[config.mk]
export PLATFORM = sky130hd
export DESIGN_NAME = hold_judgment_logic
export DESIGN_NICKNAME = d
export VERILOG_FILES = /design/src/design/hold_pkg.sv /design/src/design/judge_if.sv /design/src/design/hold_judgment_logic.sv /design/src/design/judge_unit.sv
export SDC_FILE = /design/constraint.sdc
export NUM_CORES = 1
export LEC_CHECK = 0
export BUFFER_PORTS_ARGS = -buffer_cell sky130_fd_sc_hd__buf_2
export CORE_ASPECT_RATIO = 0.7
export CORE_MARGIN = 2
export CORE_UTILIZATION = 55
export CTS_CLUSTER_DIAMETER = 150
export DETAILED_ROUTE_END_ITERATION = 8
export HOLD_SLACK_MARGIN = 0.08
export PLACE_DENSITY = 0.76
export RECOVER_POWER = 25
export SLEW_MARGIN = 5
export SYNTH_ARGS = -nofsm -noshare
export SYNTH_HDL_FRONTEND = slang
export SYNTH_SLANG_ARGS = --single-unit
[constraint.sdc]
create_clock -name core_clk -period 11.31 [get_ports core_clk]
set_clock_uncertainty 0.1 [all_clocks]
set_input_delay 2.262 -clock core_clk [delete_from_list [all_inputs] [get_ports core_clk]]
set_output_delay 2.262 -clock core_clk [all_outputs]
set_load 0.01 [all_outputs]
[src/design/hold_pkg.sv]
package hold_pkg;

    // ------------------------------------------------------------------
    // Widths and limits
    // ------------------------------------------------------------------
    localparam int DATA_W_DEF = 16;    // Default width of a live sample
    localparam int DATA_W_MIN = 2;     // Narrowest sample the logic serves
    localparam int DATA_W_MAX = 30;    // Widest sample the logic serves

    // ------------------------------------------------------------------
    // Reset values
    // ------------------------------------------------------------------
    localparam logic RST_TIMING = 1'b1;    // Timing input assumed at rest (on), no false rise
    localparam logic RST_FLAG = 1'b0;      // Flags and criterion outputs off

    // ------------------------------------------------------------------
    // Modes
    // ------------------------------------------------------------------
    typedef enum logic {
        MODE_P2P = 1'b0,    // Peak-to-peak judgment
        MODE_NG_HOLD = 1'b1 // Out-of-tolerance hold
    } mode_t;

    typedef enum logic {
        UPD_TIMING = 1'b0,  // Update at the end of the window
        UPD_CONT = 1'b1     // Update on every sample of the window
    } upd_t;

endpackage

[src/design/judge_if.sv]
`timescale 1ns/1ps
// Carries a value to the comparator and the three criterion bits back
interface judge_if #(
    parameter int W = 17
);
    logic signed [W-1:0] value;
    logic signed [W-1:0] upper;
    logic signed [W-1:0] lower;
    logic high;
    logic go;
    logic low;

    modport judge (input value, input upper, input lower, output high, output go, output low);
    modport user (output value, output upper, output lower, input high, input go, input low);
endinterface

[src/design/hold_judgment_logic.sv]
`timescale 1ns/1ps
// Summary of operation
// RULE1: In peak-to-peak mode the largest and smallest samples are tracked while timing is off.
// RULE2: With end-of-window update, the timing rising edge shows max minus min and judges it.
// RULE3: With continuous update, the display is cleared when timing turns off.
// RULE4: With continuous update, every window sample recomputes, shows and judges max minus min.
// RULE5: With continuous update, the timing rising edge freezes display and criterion.
// RULE6: In hold mode, display and criterion stay unchanged while timing is on.
// RULE7: In hold mode, while timing is off the live value is shown and judged.
// RULE8: In hold mode, a window without HIGH or LOW leaves GO held after it ends.
// RULE9: In hold mode, a HIGH in the window latches and ignores later live values.
// RULE10: A latched HIGH stays on after the window until timing next turns off.
// RULE11: In hold mode, the live value at the timing rising edge is captured for display.
// RULE12: Held criterion and display are released when timing next turns off.
// RULE13: The reset input clears a latched HIGH.
// RULE14: A LOW in the window latches like HIGH and stays after the window.
// RULE15: The reset input clears a latched LOW.
// RULE16: Each window restarts the extreme trackers from its first sample.
// RULE17: Above upper gives HIGH, below lower gives LOW, else GO, one output at a time.
module hold_judgment_logic #(
    parameter int DATA_W = hold_pkg::DATA_W_DEF
) (
    input wire logic core_clk,                          // System clock, 200 MHz
    input wire logic rst_n,                             // Synchronous reset, active low
    input wire logic timing_in,                         // External timing input, high is on
    input wire logic reset_in,                          // External reset input, high clears
    input wire hold_pkg::mode_t detect_mode,            // Peak-to-peak or out-of-tolerance hold
    input wire hold_pkg::upd_t hold_update_select,      // End-of-window or continuous update
    input wire logic sample_valid,                      // Live sample strobe
    input wire logic signed [DATA_W-1:0] sample_value,  // Live detection value
    input wire logic signed [DATA_W:0] upper_setpoint,  // HIGH threshold
    input wire logic signed [DATA_W:0] lower_setpoint,  // LOW threshold
    output logic signed [DATA_W:0] display_value,       // Held or live display value
    output logic display_valid,                         // Low while the standby display shows
    output logic high_out,                              // HIGH criterion output
    output logic go_out,                                // GO criterion output
    output logic low_out                                // LOW criterion output
);
    import hold_pkg::*;

    // ------------------------------------------------------------------
    // Elaboration check
    // ------------------------------------------------------------------
    if (DATA_W < DATA_W_MIN || DATA_W > DATA_W_MAX) begin : g_bad_width
        $error("hold_judgment_logic: DATA_W out of range");
    end

    // ------------------------------------------------------------------
    // State
    // ------------------------------------------------------------------
    typedef struct packed {
        logic timing_d;
        logic have_ext;
        logic latched;
        logic valid;
        logic signed [DATA_W-1:0] max_v;
        logic signed [DATA_W-1:0] min_v;
        logic signed [DATA_W:0] disp;
        logic high;
        logic go;
        logic low;
    } state_t;

    localparam state_t STATE_RST = '{
        timing_d: RST_TIMING,
        have_ext: RST_FLAG,
        latched: RST_FLAG,
        valid: RST_FLAG,
        max_v: '0,
        min_v: '0,
        disp: '0,
        high: RST_FLAG,
        go: RST_FLAG,
        low: RST_FLAG
    };

    state_t state_reg;
    state_t state_next;

    logic rise;
    logic fall;
    logic is_p2p;
    logic is_cont;
    logic signed [DATA_W-1:0] max_n;
    logic signed [DATA_W-1:0] min_n;
    logic signed [DATA_W:0] diff_n;
    logic signed [DATA_W:0] diff_hold;
    logic signed [DATA_W:0] sample_ext;

    judge_if #(.W(DATA_W + 1)) jif ();

    judge_unit u_judge (
        .jif(jif)
    );

    // ------------------------------------------------------------------
    // Timing edges and extremes
    // ------------------------------------------------------------------
    // Edges of the timing input against last cycle's level
    assign rise = timing_in & ~state_reg.timing_d;
    assign fall = ~timing_in & state_reg.timing_d;
    assign is_p2p = (detect_mode == MODE_P2P);
    assign is_cont = (hold_update_select == UPD_CONT);
    assign sample_ext = (DATA_W + 1)'(sample_value);

    // Extremes including the present sample; a new window starts afresh
    always_comb begin
        if (!state_reg.have_ext || fall) begin
            max_n = sample_value; // RULE16
            min_n = sample_value;
        end else begin
            max_n = (sample_value > state_reg.max_v) ? sample_value : state_reg.max_v;
            min_n = (sample_value < state_reg.min_v) ? sample_value : state_reg.min_v;
        end
    end

    // Peak-to-peak differences, one bit wider so they never overflow
    assign diff_n = (DATA_W + 1)'(max_n) - (DATA_W + 1)'(min_n);
    assign diff_hold = (DATA_W + 1)'(state_reg.max_v) - (DATA_W + 1)'(state_reg.min_v);

    // Comparator input: difference in peak-to-peak mode, live value otherwise
    always_comb begin
        if (!is_p2p) begin
            jif.value = sample_ext;
        end else if (timing_in) begin
            jif.value = diff_hold;
        end else begin
            jif.value = diff_n;
        end
        jif.upper = upper_setpoint;
        jif.lower = lower_setpoint;
    end

    // ------------------------------------------------------------------
    // Next state
    // ------------------------------------------------------------------
    always_comb begin
        state_next = state_reg;
        state_next.timing_d = timing_in;
        if (reset_in) begin
            // External reset drops every latch and returns to standby
            state_next.latched = 1'b0;
            state_next.have_ext = 1'b0;
            state_next.valid = 1'b0;
            state_next.disp = '0;
            state_next.high = 1'b0; // RULE13
            state_next.go = 1'b0;
            state_next.low = 1'b0; // RULE15
        end else if (is_p2p) begin
            state_next.latched = 1'b0;
            if (fall) begin
                state_next.have_ext = 1'b0; // RULE16
            end
            if (!timing_in && sample_valid) begin
                state_next.max_v = max_n; // RULE1
                state_next.min_v = min_n;
                state_next.have_ext = 1'b1;
            end
            if (!is_cont) begin
                if (rise && state_reg.have_ext) begin
                    state_next.disp = diff_hold; // RULE2
                    {state_next.high, state_next.go, state_next.low} =
                        {jif.high, jif.go, jif.low}; // RULE17
                    state_next.valid = 1'b1;
                end
            end else begin
                if (fall) begin
                    state_next.disp = '0; // RULE3
                    {state_next.high, state_next.go, state_next.low} = 3'h0;
                end
                // Difference only grows in a window, so the last one is the largest
                if (!timing_in && sample_valid) begin
                    state_next.disp = diff_n; // RULE4
                    {state_next.high, state_next.go, state_next.low} =
                        {jif.high, jif.go, jif.low};
                    state_next.valid = 1'b1;
                end
                // While timing is on nothing is touched, so the window result stays RULE5
            end
        end else begin
            if (fall) begin
                state_next.latched = 1'b0; // RULE12
                {state_next.high, state_next.go, state_next.low} = 3'h0;
            end
            if (!timing_in) begin
                if (sample_valid) begin
                    state_next.disp = sample_ext; // RULE7
                    state_next.valid = 1'b1;
                    if (!state_next.latched) begin
                        {state_next.high, state_next.go, state_next.low} =
                            {jif.high, jif.go, jif.low};
                        if (jif.high || jif.low) begin
                            state_next.latched = 1'b1; // RULE9 RULE14
                        end
                    end
                end
            end else if (rise) begin
                state_next.disp = sample_ext; // RULE11
                state_next.valid = 1'b1;
                if (!state_reg.latched) begin
                    {state_next.high, state_next.go, state_next.low} = 3'h2; // RULE8
                end
            end
            // Timing held on: display and criterion stay, latch included RULE6 RULE10
        end
    end

    // State register
    always_ff @(posedge core_clk) begin
        if (!rst_n) begin
            state_reg <= STATE_RST;
        end else begin
            state_reg <= state_next;
        end
    end

    // Outputs straight from the state register
    assign display_value = state_reg.disp;
    assign display_valid = state_reg.valid;
    assign high_out = state_reg.high;
    assign go_out = state_reg.go;
    assign low_out = state_reg.low;
endmodule

[src/design/judge_unit.sv]
`timescale 1ns/1ps
module judge_unit (
    judge_if.judge jif // Value and setpoints in, criterion bits out
);

    // ------------------------------------------------------------------
    // Comparison
    // ------------------------------------------------------------------
    // Returns {high, go, low}; exactly one bit is set
    function automatic logic [2:0] classify(input logic above, input logic below);
        logic [2:0] r;
        r = 3'h2;
        if (above) begin
            r = 3'h4;
        end else if (below) begin
            r = 3'h1;
        end
        return r;
    endfunction

    // Upper setpoint wins if the setpoints cross
    always_comb begin
        {jif.high, jif.go, jif.low} = classify(jif.value > jif.upper, jif.value < jif.lower);
    end

endmodule

== After elaboration in Yosys (flattened, before gate mapping) ==
Cells that the tools add are included.
Word-level totals
  logic and storage cells: 76
  register bits: 56
  output and inout port bits: 21
Operators by class
  equal/unequal tests: 4
  bitwise gates (word level): 7
  $add $sub $neg: 2
  multiplexer cells: 34
  reductions and logical operators: 15
  $lt $le $gt $ge: 4
Operators by type and width (count)
  $mux W20: 8
  $mux W16: 4
  $mux W17: 2
  $sub A16 B16 Y17: 2
  $gt A17 B17 Y1: 1
  $lt A17 B17 Y1: 1
  $gt A16 B16 Y1: 1
  $lt A16 B16 Y1: 1
  $mux W1: 14
  $mux W3: 4
  $ne A3 B2 Y1 const B: 3
  $reduce_and A4 Y1: 2
  $not A1 Y1: 5
  $mux W2: 2
  $ne A4 B2 Y1 const B: 1
  $reduce_and A2 Y1: 2
  $reduce_and A3 Y1: 1
  $reduce_bool A3 Y1: 1
  $reduce_or A3 Y1: 1
  $and A1 B1 Y1: 2
  $logic_and A1 B1 Y1: 2
  $logic_not A1 Y1: 2
  $logic_or A1 B1 Y1: 2
  $reduce_bool A2 Y1: 1
  $reduce_or A2 Y1: 1

== Longest topological paths before layout ==
  depth after elaboration: 16
  depth in mapped cells: 36

== By module ==
A second synthesis with hierarchy kept.
Unflattened totals
  cell total of the unflattened synthesis: 831
  area, all modules: 6247.2 µm²
Modules (own cells, without submodules)
  hold_judgment_logic: instances 1, area each 5352.6 µm², sequential area each 1121.1 µm², cells an instance 707
  judge_unit: instances 1, area each 894.6 µm², sequential area each 0.0 µm², cells an instance 124

== Worst setup path after synthesis ==
No wires, ideal clock.
  path kind: input-to-reg
  from: input port sample_value[6]
  to: register state_reg, in the netlist go_out
  slack: 2789 ps
  stages on the path: 34
  library setup time: 121 ps
  data arrival time: 8300 ps
  cells stage by stage: ha_1 > and3_1 > a221o_1 > a22oi_1 > a21oi_1 > nor2_1 > clkbuf_1 > clkbuf_1 > a21oi_1 > ha_1 > nor2b_1 > o21ai_0 > a21boi_0 > o21ai_0 > and2_1 > a22oi_1 > o22a_1 > a31o_2 > a31oi_1 > xnor2_1 > mux2i_1 > o21ai_0 > ha_1 > nand4_1 > nor2_1 > a211oi_1 > o211ai_1 > a31oi_1 > nor2_1 > o21ai_0 > a31o_2 > nor2_1 > a221oi_1 > o2bb2ai_1
On the way
  longest elaborated chain between the ends: 13
  elaborated cells on any way between the ends: 20
  classes of those cells: add/sub (1); order compare (4); mux (15)
RTL lines
  from (decl): line hold_judgment_logic.sv:30  | input wire logic signed [DATA_W-1:0] sample_value,
  $gt A16 B16 Y1 / $lt A16 B16 Y1 (equally long branches): line hold_judgment_logic.sv:112, hold_judgment_logic.sv:113
  $mux W16 (on tied branches): line hold_judgment_logic.sv:112, hold_judgment_logic.sv:113
  $mux W16: line hold_judgment_logic.sv:108  | if (!state_reg.have_ext || fall) begin
  $sub A16 B16 Y17: line hold_judgment_logic.sv:118  | assign diff_n = (DATA_W + 1)'(max_n) - (DATA_W + 1)'(min_n);
  $mux W17: line hold_judgment_logic.sv:125  | end else if (timing_in) begin
  $mux W17 (*): line hold_judgment_logic.sv:123  | if (!is_p2p) begin
  $lt A17 B17 Y1: line judge_unit.sv:23  | {jif.high, jif.go, jif.low} = classify(jif.value > jif.upper, jif.value < jif.lower);
  $mux W2: line judge_unit.sv:15  | end else if (below) begin
  $mux W3 (*): line judge_unit.sv:13  | if (above) begin
  $mux W3: line hold_judgment_logic.sv:189  | if (!state_next.latched) begin
  $mux W20: line hold_judgment_logic.sv:186  | if (sample_valid) begin
  $mux W20: line hold_judgment_logic.sv:185  | if (!timing_in) begin
  $mux W20 (*): line hold_judgment_logic.sv:149  | end else if (is_p2p) begin
  to (signal assigned): line hold_judgment_logic.sv:213  | state_reg <= state_next;
  to (decl): line hold_judgment_logic.sv:77  | state_t state_reg;
Mark *: on every way between the ends. The rest lies on a longest branch, timed or not. The select of a mux whose other input is x is not followed.
A chain may end at the register's enable or synchronous reset.

== Worst setup path after layout ==
  from: input port sample_value[11]
  to: register state_reg, in the netlist go_out
Same word-level chain as after synthesis.

==> impl_metrics.toml <==
[logic_synthesis]
syn-num-nets = 1011
yosysTopAreaCell = "ha_1"
synth_area_per_cell_um2 = 7.50
synthCells = 857
ys_warn_count = 0
synth.most_common_cell = "ha_1"
synth_seq_area_share = 0.174
yosys-top-cells-count = "ha_1 (95), inv_1 (85), nand2_1 (83)"
yosys_register_bits = 56
ys_async_sr_fraction = 0
synth_top_area_share = 0.185
ys_types = 69
synth_area_leaders = "ha_1 (18%), dfxtp_1 (17%), a21oi_1 (5.2%), inv_1 (5.0%), nand2_1 (4.8%)"
yosys_most_used_dff = "dfxtp_1"
synth_edf_count = 0
syn_area_mm2 = 0.00643

[place]
place.gp.congestion = 0.992
io_buffer_count = 77
dpl_cell_area_mm2 = 0.00678
hpwl_mm = 14.8

[pwr]
ir_worst_vdd_uv = 66.4
sw_frac_of_total = 0.377
p_leak_uw = 0.00329
p_seq_frac = 0.306
p_int_uw = 426
p_per_area_mw_per_mm2 = 98.8
p_sw_uw = 258
clkPwrFrac = 0.273
power_frac_comb = 0.422

[worst_hold_path]
hold_path.class = "reg -> reg"
worstHoldStart = "display_value[3]$_SDFFE_PP0P_"
min_path_cells = 1

[global_route]
grt_max_degree = 55
first_global_vias = 5709
overflow = 0
track_usage = 0.299
antenna_found_initial = 0
grt_pass1_wl_mm = 30.1

[drt]
drt_wl_total_mm = 18.6
firstDrtPassIters = 7
via_per_inst = 6.12
drt_iter0_drc = 954
wl_per_cell_um = 17.8
vias = 6395
ant_nets = 0
drc = 0

[die]
start_util = 0.573
die_h_um = 94.4
row_count = 32
core_mm2 = 0.0112
io_pins = 78
die-area_mm2 = 0.0126
chipWidth_um = 133

[timing]
rsz0062_at_grt = "false"
min_period_over_period = 0.786
maxSlewHeadroom = 0.211
slew_viol_final = 0
setup_violations = 0
clock.fmax_mhz = 112
fin_tns_setup_ns = 0
fin_crit_ns = 8.89
finalHoldViolations = 0
worst_slew_pin_slew_ns = 1.18

[status]
status = "complete, no violations"

[critical_path]
end_kind = "flop"
cp_slowest_cell = "a2111oi_0"
worstReg2RegStart = "state_reg[25]$_SDFFE_PN0P_"
arrival_ns = 8.99
rr_endpoint = "go_out$_SDFFE_PP0P_"
cp_max_fo = 35
endpoint = "go_out$_SDFFE_PP0P_"
crit_required_ns = 11.41
r2r_slack_ns = 3.99
cp_slowest_stage_delay_ns = 0.57
reg2reg_depth = 34
startpoint = "sample_value[11]"
start_kind = "primary input"
cpMostUsedCell = "nor2_1"
crit_type = "in -> reg"

[final_layout]
nets = 1045
antenna_cells = 0
syn_to_final_growth_pct = 7.81
largest_register_ffs = 35
drive_gt1_frac = 0.103
fin_area_mm2 = 0.00693

[clock_network]
ctsRootBufferMaster = "clkbuf_16"
cts_setup_buffers = 0
cts-resized-gates = 0
clock_latency_ns = 0.31
postCtsHoldBufs = 0
cts_tree = "done"
cts_buffer_depth = 2
cts_max_level = 2
numClockSinks = 56
path_clk_slew_ns = 0.08
cts_made_buffers = 5

[flow_run]
cap_violations = 0
## cell usage in the layout, fill, tap and decap left out, types with 4 or more instances in the layout
cell type / instances
mux2_2: 4
ha_1: 95
o21ai_1: 7
xnor2_1: 19
a31o_2: 4
buf_2: 58
nor2_1: 56
nor2b_1: 30
o211a_1: 23
dfxtp_1: 56
nand4_1: 19
a31oi_1: 9
clkbuf_16: 5
o2111ai_1: 5
o21a_1: 7
nor3_1: 10
nand2b_1: 8
mux2i_1: 22
inv_1: 85
o211ai_1: 9
buf_4: 5
a21boi_0: 5
nand3_1: 11
a22oi_1: 5
o21ai_0: 53
a21o_1: 24
and3_1: 5
nand2_1: 83
xor2_1: 10
a211oi_1: 10
a21oi_1: 67
clkbuf_1: 19
and2_1: 4
## layout make-up
type                       count  area (um2)
fill                        1061        4280
multi-input combinational    661        4730
tap                          153         191
timing repair buffer          82         399
clock inverter                 3        46.3
clock buffer                   5         125
inverter                      85         319
sequential                    56        1120
## how the worst min path moves through the flow
stage | slack (ns) | end
final | 0.40 | display_value[3]$_SDFFE_PP0P_
after global routing | 0.42 | state_reg[26]$_SDFFE_PN0P_
after CTS | 0.40 | high_out$_SDFFE_PP0P_
after detailed placement | 0.38 | display_value[3]$_SDFFE_PP0P_
after global placement | 0.38 | state_reg[21]$_SDFFE_PN0P_
after floorplan | 0.36 | display_value[9]$_SDFFE_PP0P_
## critical path: cells and delay by family
kind,cells,cell delay [ns]
AO/OA/AOI/OAI,15,3.37
XOR/XNOR,1,0.31
multiplexers,1,0.12
buffers and inverters,3,0.61
AND/OR/NAND/NOR,8,1.01
adder cells (fa/ha/maj),4,1.31
## metrics by stage
stage | instances | setup slack [ns] | total power, uW | utilization | hold WS [ns]
final | 1045 | 2.42 | 684 | 0.618 | 0.399
after global routing | 1045 | 1.84 | 723 | 0.618 | 0.420
after CTS | 1045 | 2.56 | 681 | 0.620 | 0.400
after detailed placement | 1037 | 2.27 | 492 | 0.605 | 0.383
after global placement | 1037 | 2.47 | 490 | 0.605 | 0.380
after floorplan | 857 | 2.79 | 416 | - | 0.361
## power by group through the flow
stage | combinational (uW) | sequential [uW] | clock [uW]
detailed placement | 278 | 214 | 0
global placement | 277 | 214 | 0
floorplan | 204 | 212 | 0
global route | 316 | 210 | 197
finish | 288 | 209 | 187
CTS | 281 | 209 | 190
## logic make-up after synthesis
logic type      Yosys count  synth area share
compound gates          268             0.283
xor+xnor                 29            0.0395
fa+ha+maj                98             0.193
buf+inv                 140            0.0919
flops                    56             0.174
mux                      26            0.0413
simple gates            240             0.177
## routing by layer
| layer | up-vias | part of all wire | wire [um] | global-route usage |
|---|---|---|---|---|
| li1 | 3131 | - | - | - |
| met1 | 2901 | 0.50 | 9290 | 0.469 |
| met2 | 337 | 0.39 | 7270 | 0.419 |
| met3 | 26 | 0.095 | 1770 | 0.0542 |
| met4 | 0 | 0.015 | 272 | 0.0567 |
| met5 | - | 0 | 0 | 0 |
Power figures use the tool's default switching activity.
